--- config.mk ---
export PLATFORM = sky130hd
export DESIGN_NAME = srm_readback
export DESIGN_NICKNAME = d
export VERILOG_FILES = /design/src/shared/srm_pkg.sv /design/src/hdl/srm_sync.sv /design/src/hdl/srm_readback.sv
export VERILOG_INCLUDE_DIRS = /design/src /design/src/shared
export SDC_FILE = /design/constraint.sdc
export NUM_CORES = 1
export LEC_CHECK = 0
export ABC_AREA = 1
export BUFFER_PORTS_ARGS = -buffer_cell sky130_fd_sc_hd__buf_2
export CAP_MARGIN = 20
export CELL_PAD_IN_SITES_DETAIL_PLACEMENT = 0
export CELL_PAD_IN_SITES_GLOBAL_PLACEMENT = 1
export CORE_ASPECT_RATIO = 1.75
export CORE_MARGIN = 4
export CORE_UTILIZATION = 37
export CTS_CLUSTER_SIZE = 24
export DETAILED_ROUTE_END_ITERATION = 6
export GPL_TIMING_DRIVEN = 1
export PLACE_DENSITY_LB_ADDON = 0.1
export SETUP_SLACK_MARGIN = 0.2
export SYNTH_ARGS = -nofsm -noshare
export SYNTH_HDL_FRONTEND = slang
export SYNTH_SLANG_ARGS = --single-unit
--- constraint.sdc ---
create_clock -name core_clk -period 1.7 [get_ports core_clk]
set_input_delay 0.34 -clock core_clk [delete_from_list [all_inputs] [get_ports core_clk]]
set_output_delay 0.34 -clock core_clk [all_outputs]
set_load 0.02 [all_outputs]
--- src/shared/srm_regs.svh ---
// readback selector constants: select codes, field positions, word width
// assumes inclusion by the design files by bare name
`ifndef SRM_REGS_SVH
`define SRM_REGS_SVH
`define SRM_SEL_FAULT 3'h0
`define SRM_SEL_ONCMD 3'h1
`define SRM_SEL_OCLVL 3'h2
`define SRM_SEL_BLANK 3'h3
`define SRM_SEL_DIRIN 3'h4
`define SRM_SEL_DELAY 3'h5
`define SRM_SEL_PINS 3'h6
`define SRM_SEL_NULL 3'h7
`define SRM_CMD_READBACK 4'h0
`define SRM_CMD_ADDR_MSB 6
`define SRM_CMD_ADDR_LSB 3
`define SRM_WORD_BITS 8
`define SRM_SEL_RESET 3'h7
`endif

--- src/shared/srm_pkg.sv ---
// types of the status readback selector
// assumes srm_regs.svh on the include path
package srm_pkg;
    // fault flags of one output, bit 6 down to bit 1 of the fault word
    typedef struct packed {
        logic overtemperature_flag;
        logic overcurrent_high_flag;
        logic overcurrent_low_flag;
        logic open_load_flag;
        logic undervoltage_flag;
        logic overvoltage_flag;
    } srm_fault_t;
    // programmed settings of one output
    typedef struct packed {
        logic [0:0] oc_high;
        logic [2:0] oc_low;
        logic [1:0] blank_code;
        logic overcurrent_timeout_disable;
        logic open_load_detect_disable;
        logic fast_slew;
        logic sense_high_ratio;
        logic direct_in_disable;
        logic and_or_sel;
        logic current_sense_enable;
        logic serial_on_cmd;
    } srm_outcfg_t;
    // shared settings and live state
    typedef struct packed {
        logic [2:0] turn_on_delay;
        logic [1:0] watchdog_period;
        logic watchdog_expired;
        logic failsafe_state_out0;
        logic failsafe_state_out1;
        logic undervoltage_protect_disable;
        logic overvoltage_protect_disable;
    } srm_common_t;
    typedef enum logic [1:0] {SRM_IDLE, SRM_SHIFT} srm_state_t;
endpackage

--- src/hdl/srm_sync.sv ---
// two-flop synchroniser for a bundle of asynchronous levels
// assumes core_clk is the only clock; reset is synchronous active low
`timescale 1ns/1ps
module srm_sync #(
    parameter int W = 1
) (
    input wire logic core_clk,
    input wire logic nrst,
    input wire logic [W-1:0] d,
    output logic [W-1:0] q
);
    logic [W-1:0] meta_r;
    // first flop feeds only the second
    always_ff @(posedge core_clk) begin
        if (!nrst) begin
            meta_r <= '0;
            q <= '0;
        end else begin
            meta_r <= d;
            q <= meta_r;
        end
    end
endmodule

--- src/hdl/srm_readback.sv ---
// serial status readback selector of a dual high-side switch
// assumes the link pins are asynchronous and sampled by core_clk;
// configuration fields and fault sources come from the device core
`timescale 1ns/1ps
`include "srm_regs.svh"
module srm_readback (
    input wire logic core_clk,
    input wire logic nrst,
    input wire logic sclk,
    input wire logic cs_n,
    input wire logic sdi,
    output logic sdo,
    output logic sdo_oe,
    input wire logic [3:0] input_pin_levels,
    input wire srm_pkg::srm_fault_t fault_in0,
    input wire srm_pkg::srm_fault_t fault_in1,
    input wire srm_pkg::srm_outcfg_t cfg0,
    input wire srm_pkg::srm_outcfg_t cfg1,
    input wire srm_pkg::srm_common_t common,
    input wire logic switch_on0,
    input wire logic switch_on1,
    output logic fault_status_pin,
    output logic [7:0] cmd_word,
    output logic cmd_valid
);
    logic [6:0] sync_q;
    logic [3:0] pins_s;
    logic sclk_s, cs_n_s, sdi_s, sclk_d_r, cs_d_r;
    srm_pkg::srm_state_t state_r;
    logic [7:0] shift_r, word_r, word_nxt;
    logic [2:0] bitcnt_r;
    logic any_bits_r;
    logic [2:0] previous_select_code_r;
    logic out_sel_r;
    srm_pkg::srm_fault_t flt0_r, flt1_r;
    logic fault_sum_r;
    logic fs_r;
    logic sclk_rise, sclk_fall, cs_fall, cs_rise, len_ok;
    logic is_readback, any_fault, read_fault;
    srm_pkg::srm_fault_t fsel;
    srm_pkg::srm_outcfg_t csel;

    // asynchronous pins pass two flops first; chip select travels
    // inverted so the cleared flops read as deselected after reset
    srm_sync #(.W(7)) u_sync (
        .core_clk(core_clk),
        .nrst(nrst),
        .d({input_pin_levels, sclk, !cs_n, sdi}),
        .q(sync_q)
    );
    assign pins_s = sync_q[6:3];
    assign sclk_s = sync_q[2];
    assign cs_n_s = !sync_q[1]; // no false select edge after reset
    assign sdi_s = sync_q[0];

    // edge detection on synchronised link signals
    assign sclk_rise = sclk_s && !sclk_d_r && !cs_n_s;
    assign sclk_fall = !sclk_s && sclk_d_r && !cs_n_s;
    assign cs_fall = !cs_n_s && cs_d_r;
    assign cs_rise = cs_n_s && !cs_d_r;
    assign len_ok = (bitcnt_r == 3'h0) && any_bits_r;
    assign is_readback = shift_r[`SRM_CMD_ADDR_MSB:`SRM_CMD_ADDR_LSB]
        == `SRM_CMD_READBACK;

    // per-output selection by stored output bit
    assign fsel = out_sel_r ? flt1_r : flt0_r;
    assign csel = out_sel_r ? cfg1 : cfg0;

    // fault summary sources
    assign any_fault = |{flt0_r, flt1_r, fault_in0, fault_in1};
    assign read_fault = cs_fall &&
        (previous_select_code_r == `SRM_SEL_FAULT);

    // status word mux driven by the stored selection
    always_comb begin
        word_nxt = {out_sel_r, previous_select_code_r, 4'h0};
        case (previous_select_code_r)
            `SRM_SEL_FAULT:
                word_nxt = {out_sel_r, fsel, fault_sum_r};
            `SRM_SEL_ONCMD:
                word_nxt[3:0] = {cfg1.current_sense_enable,
                    cfg1.serial_on_cmd, cfg0.current_sense_enable,
                    cfg0.serial_on_cmd};
            `SRM_SEL_OCLVL:
                word_nxt[3:0] = {csel.oc_high, csel.oc_low};
            `SRM_SEL_BLANK:
                word_nxt[3:0] = {!csel.open_load_detect_disable,
                    !csel.overcurrent_timeout_disable,
                    csel.blank_code};
            `SRM_SEL_DIRIN:
                word_nxt[3:0] = {csel.fast_slew, csel.sense_high_ratio,
                    csel.direct_in_disable, csel.and_or_sel};
            `SRM_SEL_DELAY:
                if (out_sel_r) begin
                    word_nxt[3:0] = {common.failsafe_state_out1,
                        common.watchdog_expired,
                        common.watchdog_period};
                end else begin
                    word_nxt[3:0] = {common.failsafe_state_out0,
                        common.turn_on_delay};
                end
            `SRM_SEL_PINS:
                if (out_sel_r) begin
                    word_nxt[3:0] = {2'h0,
                        common.undervoltage_protect_disable,
                        common.overvoltage_protect_disable};
                end else begin
                    word_nxt[3:0] = pins_s;
                end
            `SRM_SEL_NULL:
                word_nxt = 8'h00;
            default:
                word_nxt = 8'h00;
        endcase
    end

    // link edges and transfer state
    always_ff @(posedge core_clk) begin
        if (!nrst) begin
            sclk_d_r <= 1'b0;
            cs_d_r <= 1'b1;
            state_r <= srm_pkg::SRM_IDLE;
            bitcnt_r <= 3'h0;
            any_bits_r <= 1'b0;
            shift_r <= 8'h00;
            word_r <= 8'h00;
        end else begin
            sclk_d_r <= sclk_s;
            cs_d_r <= cs_n_s;
            if (cs_fall) begin
                state_r <= srm_pkg::SRM_SHIFT;
                word_r <= word_nxt;
                bitcnt_r <= 3'h0;
                any_bits_r <= 1'b0;
            end else if (cs_rise) begin
                state_r <= srm_pkg::SRM_IDLE;
            end else if (state_r == srm_pkg::SRM_SHIFT) begin
                if (sclk_rise) begin
                    shift_r <= {shift_r[6:0], sdi_s};
                    bitcnt_r <= bitcnt_r + 3'h1;
                    any_bits_r <= 1'b1;
                end
                if (sclk_fall) begin
                    // newest input bit follows, so bits past eight echo
                    word_r <= {word_r[6:0], shift_r[0]};
                end
            end
        end
    end

    // selection and command latch on a valid transfer end
    always_ff @(posedge core_clk) begin
        if (!nrst) begin
            previous_select_code_r <= `SRM_SEL_RESET;
            out_sel_r <= 1'b0;
            cmd_word <= 8'h00;
            cmd_valid <= 1'b0;
        end else begin
            cmd_valid <= cs_rise && len_ok;
            if (cs_rise && len_ok) begin
                cmd_word <= shift_r;
                out_sel_r <= shift_r[7];
                if (is_readback) begin
                    previous_select_code_r <= shift_r[2:0];
                end
            end
        end
    end

    // latched fault flags, summary bit and fault pin
    always_ff @(posedge core_clk) begin
        if (!nrst) begin
            flt0_r <= '0;
            flt1_r <= '0;
            fault_sum_r <= 1'b0;
            fs_r <= 1'b0;
        end else begin
            flt0_r <= fault_in0 | (flt0_r & 6'h18);
            flt1_r <= fault_in1 | (flt1_r & 6'h18);
            if (switch_on0) begin
                flt0_r[4:3] <= fault_in0[4:3];
            end
            if (switch_on1) begin
                flt1_r[4:3] <= fault_in1[4:3];
            end
            // a new fault wins over the read clear
            fault_sum_r <= (|{fault_in0, fault_in1}) ||
                (fault_sum_r && !read_fault);
            fs_r <= any_fault;
        end
    end

    assign fault_status_pin = fs_r;
    assign sdo = word_r[7];
    assign sdo_oe = (state_r == srm_pkg::SRM_SHIFT);

    // the returned word tracks the stored selection code
    chk_word_echo: assert property (@(posedge core_clk) disable iff (!nrst)
        cs_fall && previous_select_code_r != `SRM_SEL_NULL
        && previous_select_code_r != `SRM_SEL_FAULT
        |=> word_r[6:4] == $past(previous_select_code_r))
        else $error("select code not echoed");
    chk_word_bit7: assert property (@(posedge core_clk) disable iff (!nrst)
        cs_fall && previous_select_code_r != `SRM_SEL_NULL
        |=> word_r[7] == $past(out_sel_r))
        else $error("bit 7 not output select");
    chk_null_word: assert property (@(posedge core_clk) disable iff (!nrst)
        cs_fall && previous_select_code_r == `SRM_SEL_NULL
        |=> word_r == 8'h00)
        else $error("null word not zero");
    chk_bad_len: assert property (@(posedge core_clk) disable iff (!nrst)
        cs_rise && !len_ok |=> $stable(previous_select_code_r)
        && $stable(out_sel_r) && !cmd_valid)
        else $error("invalid transfer changed selection");
    chk_sel_hold: assert property (@(posedge core_clk) disable iff (!nrst)
        !cs_rise |=> $stable(previous_select_code_r))
        else $error("selection changed outside transfer end");
    chk_tristate: assert property (@(posedge core_clk) disable iff (!nrst)
        cs_rise |=> !sdo_oe)
        else $error("output not released after transfer");
    chk_fault_clr: assert property (@(posedge core_clk) disable iff (!nrst)
        read_fault && !(|{fault_in0, fault_in1}) |=> !fault_sum_r)
        else $error("fault summary not cleared by read");
    chk_oc_latch: assert property (@(posedge core_clk) disable iff (!nrst)
        flt0_r.overcurrent_high_flag && !switch_on0
        |=> flt0_r.overcurrent_high_flag)
        else $error("overcurrent flag not held");
    chk_fs_pin: assert property (@(posedge core_clk) disable iff (!nrst)
        flt0_r.overcurrent_low_flag |=> fault_status_pin)
        else $error("fault pin not asserted");
    chk_load_fault: assert property (@(posedge core_clk) disable iff (!nrst)
        cs_fall && previous_select_code_r == `SRM_SEL_FAULT
        |=> word_r[6:1] == $past(fsel))
        else $error("fault word not loaded");
endmodule

Word-level counts from Yosys, hierarchy flattened
Index checks and enable logic that the tools add are counted.
{"block": "word_totals", "out_inout_bits": 12, "reg_bits": 64, "word_cells": 87, "inputBits": 61}
{"block": "op_classes", "n_addsub": 1, "n_reduce_logical": 32, "n_bitwise": 5, "n_eq_ne": 8, "muxes": 14}
{"op": "$mux 8", "count": 4}
{"op": "$pmux 4 s8", "count": 1}
{"op": "$reduce_or 24->1", "count": 1}
{"op": "$mux 14", "count": 1}
{"op": "$eq 3x3->1 const B", "count": 4}
{"op": "$or 6x5->6", "count": 2}
{"op": "$reduce_or 12->1", "count": 1}
{"op": "$logic_and 1x1->1", "count": 10}
{"op": "$logic_not 1->1", "count": 8}
{"op": "$mux 4", "count": 2}
{"op": "$pmux 4 s2", "count": 1}
{"op": "$eq 3x2->1 const B", "count": 2}
{"op": "$logic_not 3->1", "count": 2}
{"op": "$mux 6", "count": 1}
{"op": "$reduce_and 3->1", "count": 2}
{"op": "$reduce_bool 2->1", "count": 3}
{"op": "$logic_not 4->1", "count": 1}
{"op": "$mux 2", "count": 2}
{"op": "$reduce_and 4->1", "count": 1}
{"op": "$add 3x1->3 const B", "count": 1}
{"op": "$eq 3x1->1 const B", "count": 1}
{"op": "$not 1->1", "count": 3}
{"op": "$mux 1", "count": 2}
{"op": "$ne 2x2->1 const B", "count": 1}
{"op": "other kinds (3)", "count": 3}

Depth between registers and ports, before layout
{"block": "depth", "word_depth": 7, "mapped_depth": 11, "depth_no_buf": 9}

By module
From an unflattened synthesis, not the netlist that was laid out.
{"block": "unflattened", "cells_unflattened": 425, "area_unflattened_um2": 2924.1}
{"mod": "srm_readback", "cells_per_inst": 382, "seq_area_each_um2": 980.9, "n_inst": 1, "area_each_um2": 2527.4}
{"mod": "srm_sync", "cells_per_inst": 43, "seq_area_each_um2": 280.3, "n_inst": 1, "area_each_um2": 396.6}

Worst setup path after synthesis
No wires, ideal clock.
{"block": "synth_path", "kind": "register to register", "startpoint": "register u_sync.q[1]", "endpoint": "register shift_r[2]", "required_time_ns": 1.581, "t_arrival_ns": 1.227, "synth_period_minus_slack_ns": 1.345, "n_path_buf": 0, "setup_time_ns": 0.119, "slack_ns": 0.355, "stages_incl_launch_ff": 9, "path_cell_list": "dfxtp_1 > inv_2 > ha_1 > nand2_1 > inv_1 > nand2_2 > clkinv_2 > o21ai_1 > a21oi_1"}
{"block": "synth_between", "elab_chain_len": 4, "word_cells_on_any_way": 7, "cone_classes": "bitwise: 2; reduce/logical: 5"}
{"item": "from (decl)", "line": "srm_sync.sv:10", "text": "output logic [W-1:0] q"}
{"item": "from (signal assigned)", "line": "srm_sync.sv:20", "text": "q <= meta_r;"}
{"item": "$logic_not 1->1", "line": "srm_readback.sv:53", "text": "assign cs_n_s = !sync_q[1];"}
{"item": "net cs_n_s", "line": "srm_readback.sv:28", "text": "logic sclk_s, cs_n_s, sdi_s, sclk_d_r, cs_d_r;"}
{"item": "$logic_and 1x1->1", "line": "srm_readback.sv:60", "text": "assign cs_rise = cs_n_s && !cs_d_r;"}
{"item": "$not 1->1 (no line)"}
{"item": "$reduce_and 4->1 (no line)"}
{"item": "to (signal assigned)", "line": "srm_readback.sv:139", "text": "shift_r <= {shift_r[6:0], sdi_s};"}
{"item": "to (decl)", "line": "srm_readback.sv:30", "text": "logic [7:0] shift_r, word_r, word_nxt;"}
The timed path passes the listed nets, and every way through them passes these cells.
A chain may end at the register's enable or synchronous reset.

Worst setup path after layout
{"block": "layout_path", "startpoint": "register cmd_word[7]", "endpoint": "output port cmd_word[7]"}
{"item": "from (decl)", "line": "srm_readback.sv:23", "text": "output logic [7:0] cmd_word,"}
{"item": "from (signal assigned)", "line": "srm_readback.sv:161", "text": "cmd_word <= shift_r;"}
No word-level cell between the ends.

==> impl_metrics.sql <==
INSERT INTO impl_metrics (metric_group, metric, value, unit) VALUES
('placement', 'detailedPlacementHpwl', '5460', 'um'),
('routing', 'dr_total_vias', '2758', ''),
('logic_synthesis', 'synth_common_cells', 'nand2_1 (138), dfxtp_1 (63), nor2_1 (51)', ''),
('logic_synthesis', 'synth_xor_xnor_area_share', '0', '%'),
('routing', 'avgViaCountPerCell', '4.58', ''),
('grt', 'first_global_vias', '2731', ''),
('placement', 'setup_slack_at_placement', '0.129', 'ns'),
('critical_path', 'crit_start', 'cmd_word[7]$_SDFFE_PN0P_', ''),
('pwr', 'final_total_pwr', '3.42', 'mW'),
('critical_path', 'worst_ep_required_time', '1.36', 'ns'),
('cells_and_area', 'insertedDiodeCount', '0', ''),
('cells_and_area', 'synthToLayoutAreaGrowth', '23.3', '%'),
('floorplanning', 'die-height', '127', 'um'),
('logic_synthesis', 'syn-num-nets', '498', ''),
('critical_path', 'crit_path_max_fanout', '7', ''),
('logic_synthesis', 'synth_sequential_area_ratio', '41.8', '%'),
('sta', 'achievable-frequency', '716', 'MHz'),
('floorplanning', 'core.rowCount', '43', ''),
('cells_and_area', 'fin_nets', '573', ''),
('sta', 'worst-slew-pin-transition', '0.354', 'ns'),
('logic_synthesis', 'edff_count_synth', '0', ''),
('placement', 'replace_congestion', '0.809', ''),
('logic_synthesis', 'ys_dominant_reg_cell', 'dfxtp_1', ''),
('floorplanning', 'ios', '73', ''),
('grt', 'grt_antenna_before_repair', '0', ''),
('grt', 'first_pass_grt_wire_length', '12300', 'um'),
('outcome', 'status', 'completed', ''),
('sta', 'rsz0062_at_grt', 'false', ''),
('grt', 'globalRouteOverflowTotal', '0', ''),
('sta', 'post-route-period-util', '82.1', '%'),
('job', 'max-cap-violations', '0', ''),
('cts', 'clock_insertion_delay_worst_skew', '0.32', 'ns'),
('logic_synthesis', 'netlist_cell_types', '35', ''),
('cts', 'clock-sinks', '63', ''),
('sta', 'timing.final.setup_violations', '0', ''),
('pwr', 'peakVddDrop', '0.633', 'mV'),
('cts', 'path_clk_slew', '0.05', 'ns'),
('logic_synthesis', 'netlist_area', '3020', 'um2'),
('placement', 'placedInstanceArea', '3430', 'um2'),
('cts', 'number_of_cts_inserted_buffers', '9', ''),
('sta', 'timing.slew.headroom', '76.2', '%'),
('logic_synthesis', 'synth_simple_gate_area_share', '31.6', '%'),
('logic_synthesis', 'synth_top_area_cell', 'dfxtp_1', ''),
('logic_synthesis', 'synth_most_common_cell', 'nand2_1', ''),
('placement', 'place.port_buffers', '72', ''),
('min_path', 'hold_path_startpoint', 'cs_n', ''),
('logic_synthesis', 'synth.area.top_cells', 'dfxtp_1 (42%), nand2_1 (17%), nor2_1 (6.3%), inv_1 (5.6%), o21ai_0 (4.8%)', ''),
('sta', 'finalWorstPathRequiredPeriod', '1.40', 'ns'),
('logic_synthesis', 'synth-compound-area-share', '12.3', '%'),
('routing', 'routed_wire_length_per_instance', '11.8', 'um'),
('routing', 'route.antenna.remaining_nets', '0', ''),
('cts', 'clock_tree.htree_level_count', '3', ''),
('logic_synthesis', 'synth-seq-cells', '63', ''),
('sta', 'setup_ws', '0.304', 'ns'),
('grt', 'grt_start_max_net_pins', '31', ''),
('logic_synthesis', 'syn-mean-instance-area', '6.99', 'um2'),
('sta', 'fin_skew', '0.00671', 'ns'),
('critical_path', 'end_kind', 'primary output', ''),
('cts', 'max-clock-path-buffers', '2', ''),
('logic_synthesis', 'synth-adder-area-share', '2.07', '%'),
('logic_synthesis', 'postSynth.asyncResetShare', '0', '%'),
('floorplanning', 'fp.dieArea', '9720', 'um2'),
('floorplanning', 'floorplan.initialDensity', '37.9', '%'),
('logic_synthesis', 'synthesis.instances', '432', ''),
('routing', 'drt-initial-drc-count', '78', ''),
('floorplanning', 'floorplan.die.width', '76.3', 'um'),
('critical_path', 'timing.critical_path.from_type', 'flop', ''),
('floorplanning', 'floorplan.core_area', '7960', 'um2'),
('cts', 'post-cts-setup-buffer-count', '0', ''),
('sta', 'tns', '0', 'ns'),
('pwr', 'pwr_density_cell', '920', 'nW/um2');
## layer usage
| layer | part of all wire, % | global-route usage [%] | wire length [um] | up-vias |
|---|---|---|---|---|
| li1 | - | - | - | 1506 |
| met4 | 2.7 | 7.58 | 194 | 0 |
| met2 | 51 | 28.3 | 3640 | 65 |
| met1 | 41 | 16.9 | 2930 | 1174 |
| met5 | 0 | 0 | 0 | - |
| met3 | 5.0 | 4.09 | 358 | 13 |
## logic make-up (layout without fill, tap and decap cells)
family | after synthesis | count (layout)
AO/OA/AOI/OAI | 67 | 67
adder cells (fa/ha/maj) | 5 | 5
buffers and inverters | 71 | 151
flip-flops | 63 | 63
multiplexers | 1 | 1
AND/OR/NAND/NOR | 225 | 225
## critical path: stages (launching register included)
cell and delay, ns:
dfxtp_2 0.39, buf_4 0.17, buf_2 0.17
## cell type report
type | count | area, um2
inverters | 54 | 215
multi-input cells | 298 | 1410
well taps | 90 | 113
clock buffers | 12 | 256
repair buffers | 81 | 440
fillers | 855 | 4240
clock inverters | 4 | 20.0
flip-flops and latches | 63 | 1260
## cells in the final DEF (no fill, tap or decap), types with 4 or more instances in the layout
master	instances
nand2_1	138
buf_2	72
dfxtp_1	61
nor2_1	51
inv_1	45
o21ai_0	29
a21oi_1	22
nand3_1	12
clkbuf_16	9
buf_4	8
clkinv_2	6
nand4_1	5
nand2_2	5
inv_2	4
nor4_1	4
a21oi_2	4
ha_1	4
## path summary, 6_finish.rpt
path                                       to  slack (ns)  cells past startpoint
setup reg to reg      shift_r[2]$_SDFFE_PN0P_        0.33                      8
hold reg to reg        u_sync.q[0]$_SDFF_PN0_        0.41                      2
setup / recovery                  cmd_word[7]        0.30                      2
hold / removal    u_sync.meta_r[1]$_SDFF_PN0_        0.17                      2
## timing repair
action                                  in CTS  in global routing
endpoints found under the setup margin       9                 14
resized for setup                            2                  3
pin swaps                                    0                  0
## registers in the layout (all words and copies together) (netlist names)
signal                  cells
fault_sum_r                 1
word_r                      8
shift_r                     8
cmd_word                    8
previous_select_code_r      3
cs_d_r                      1
bitcnt_r                    3
any_bits_r                  1
sclk_d_r                    1
flt1_r                      6
fault_status_pin            1
u_sync.meta_r               7
u_sync.q                    7
flt0_r                      6
cmd_valid                   1
state_r                     1
## power by group
part / internal (mW) / switching [mW]
Sequential: 1.53 / 0.0213
Combinational: 0.104 / 0.117
Clock: 1.05 / 0.603
Total: 2.68 / 0.741
Note: power is estimated with default switching activity, not from simulation.
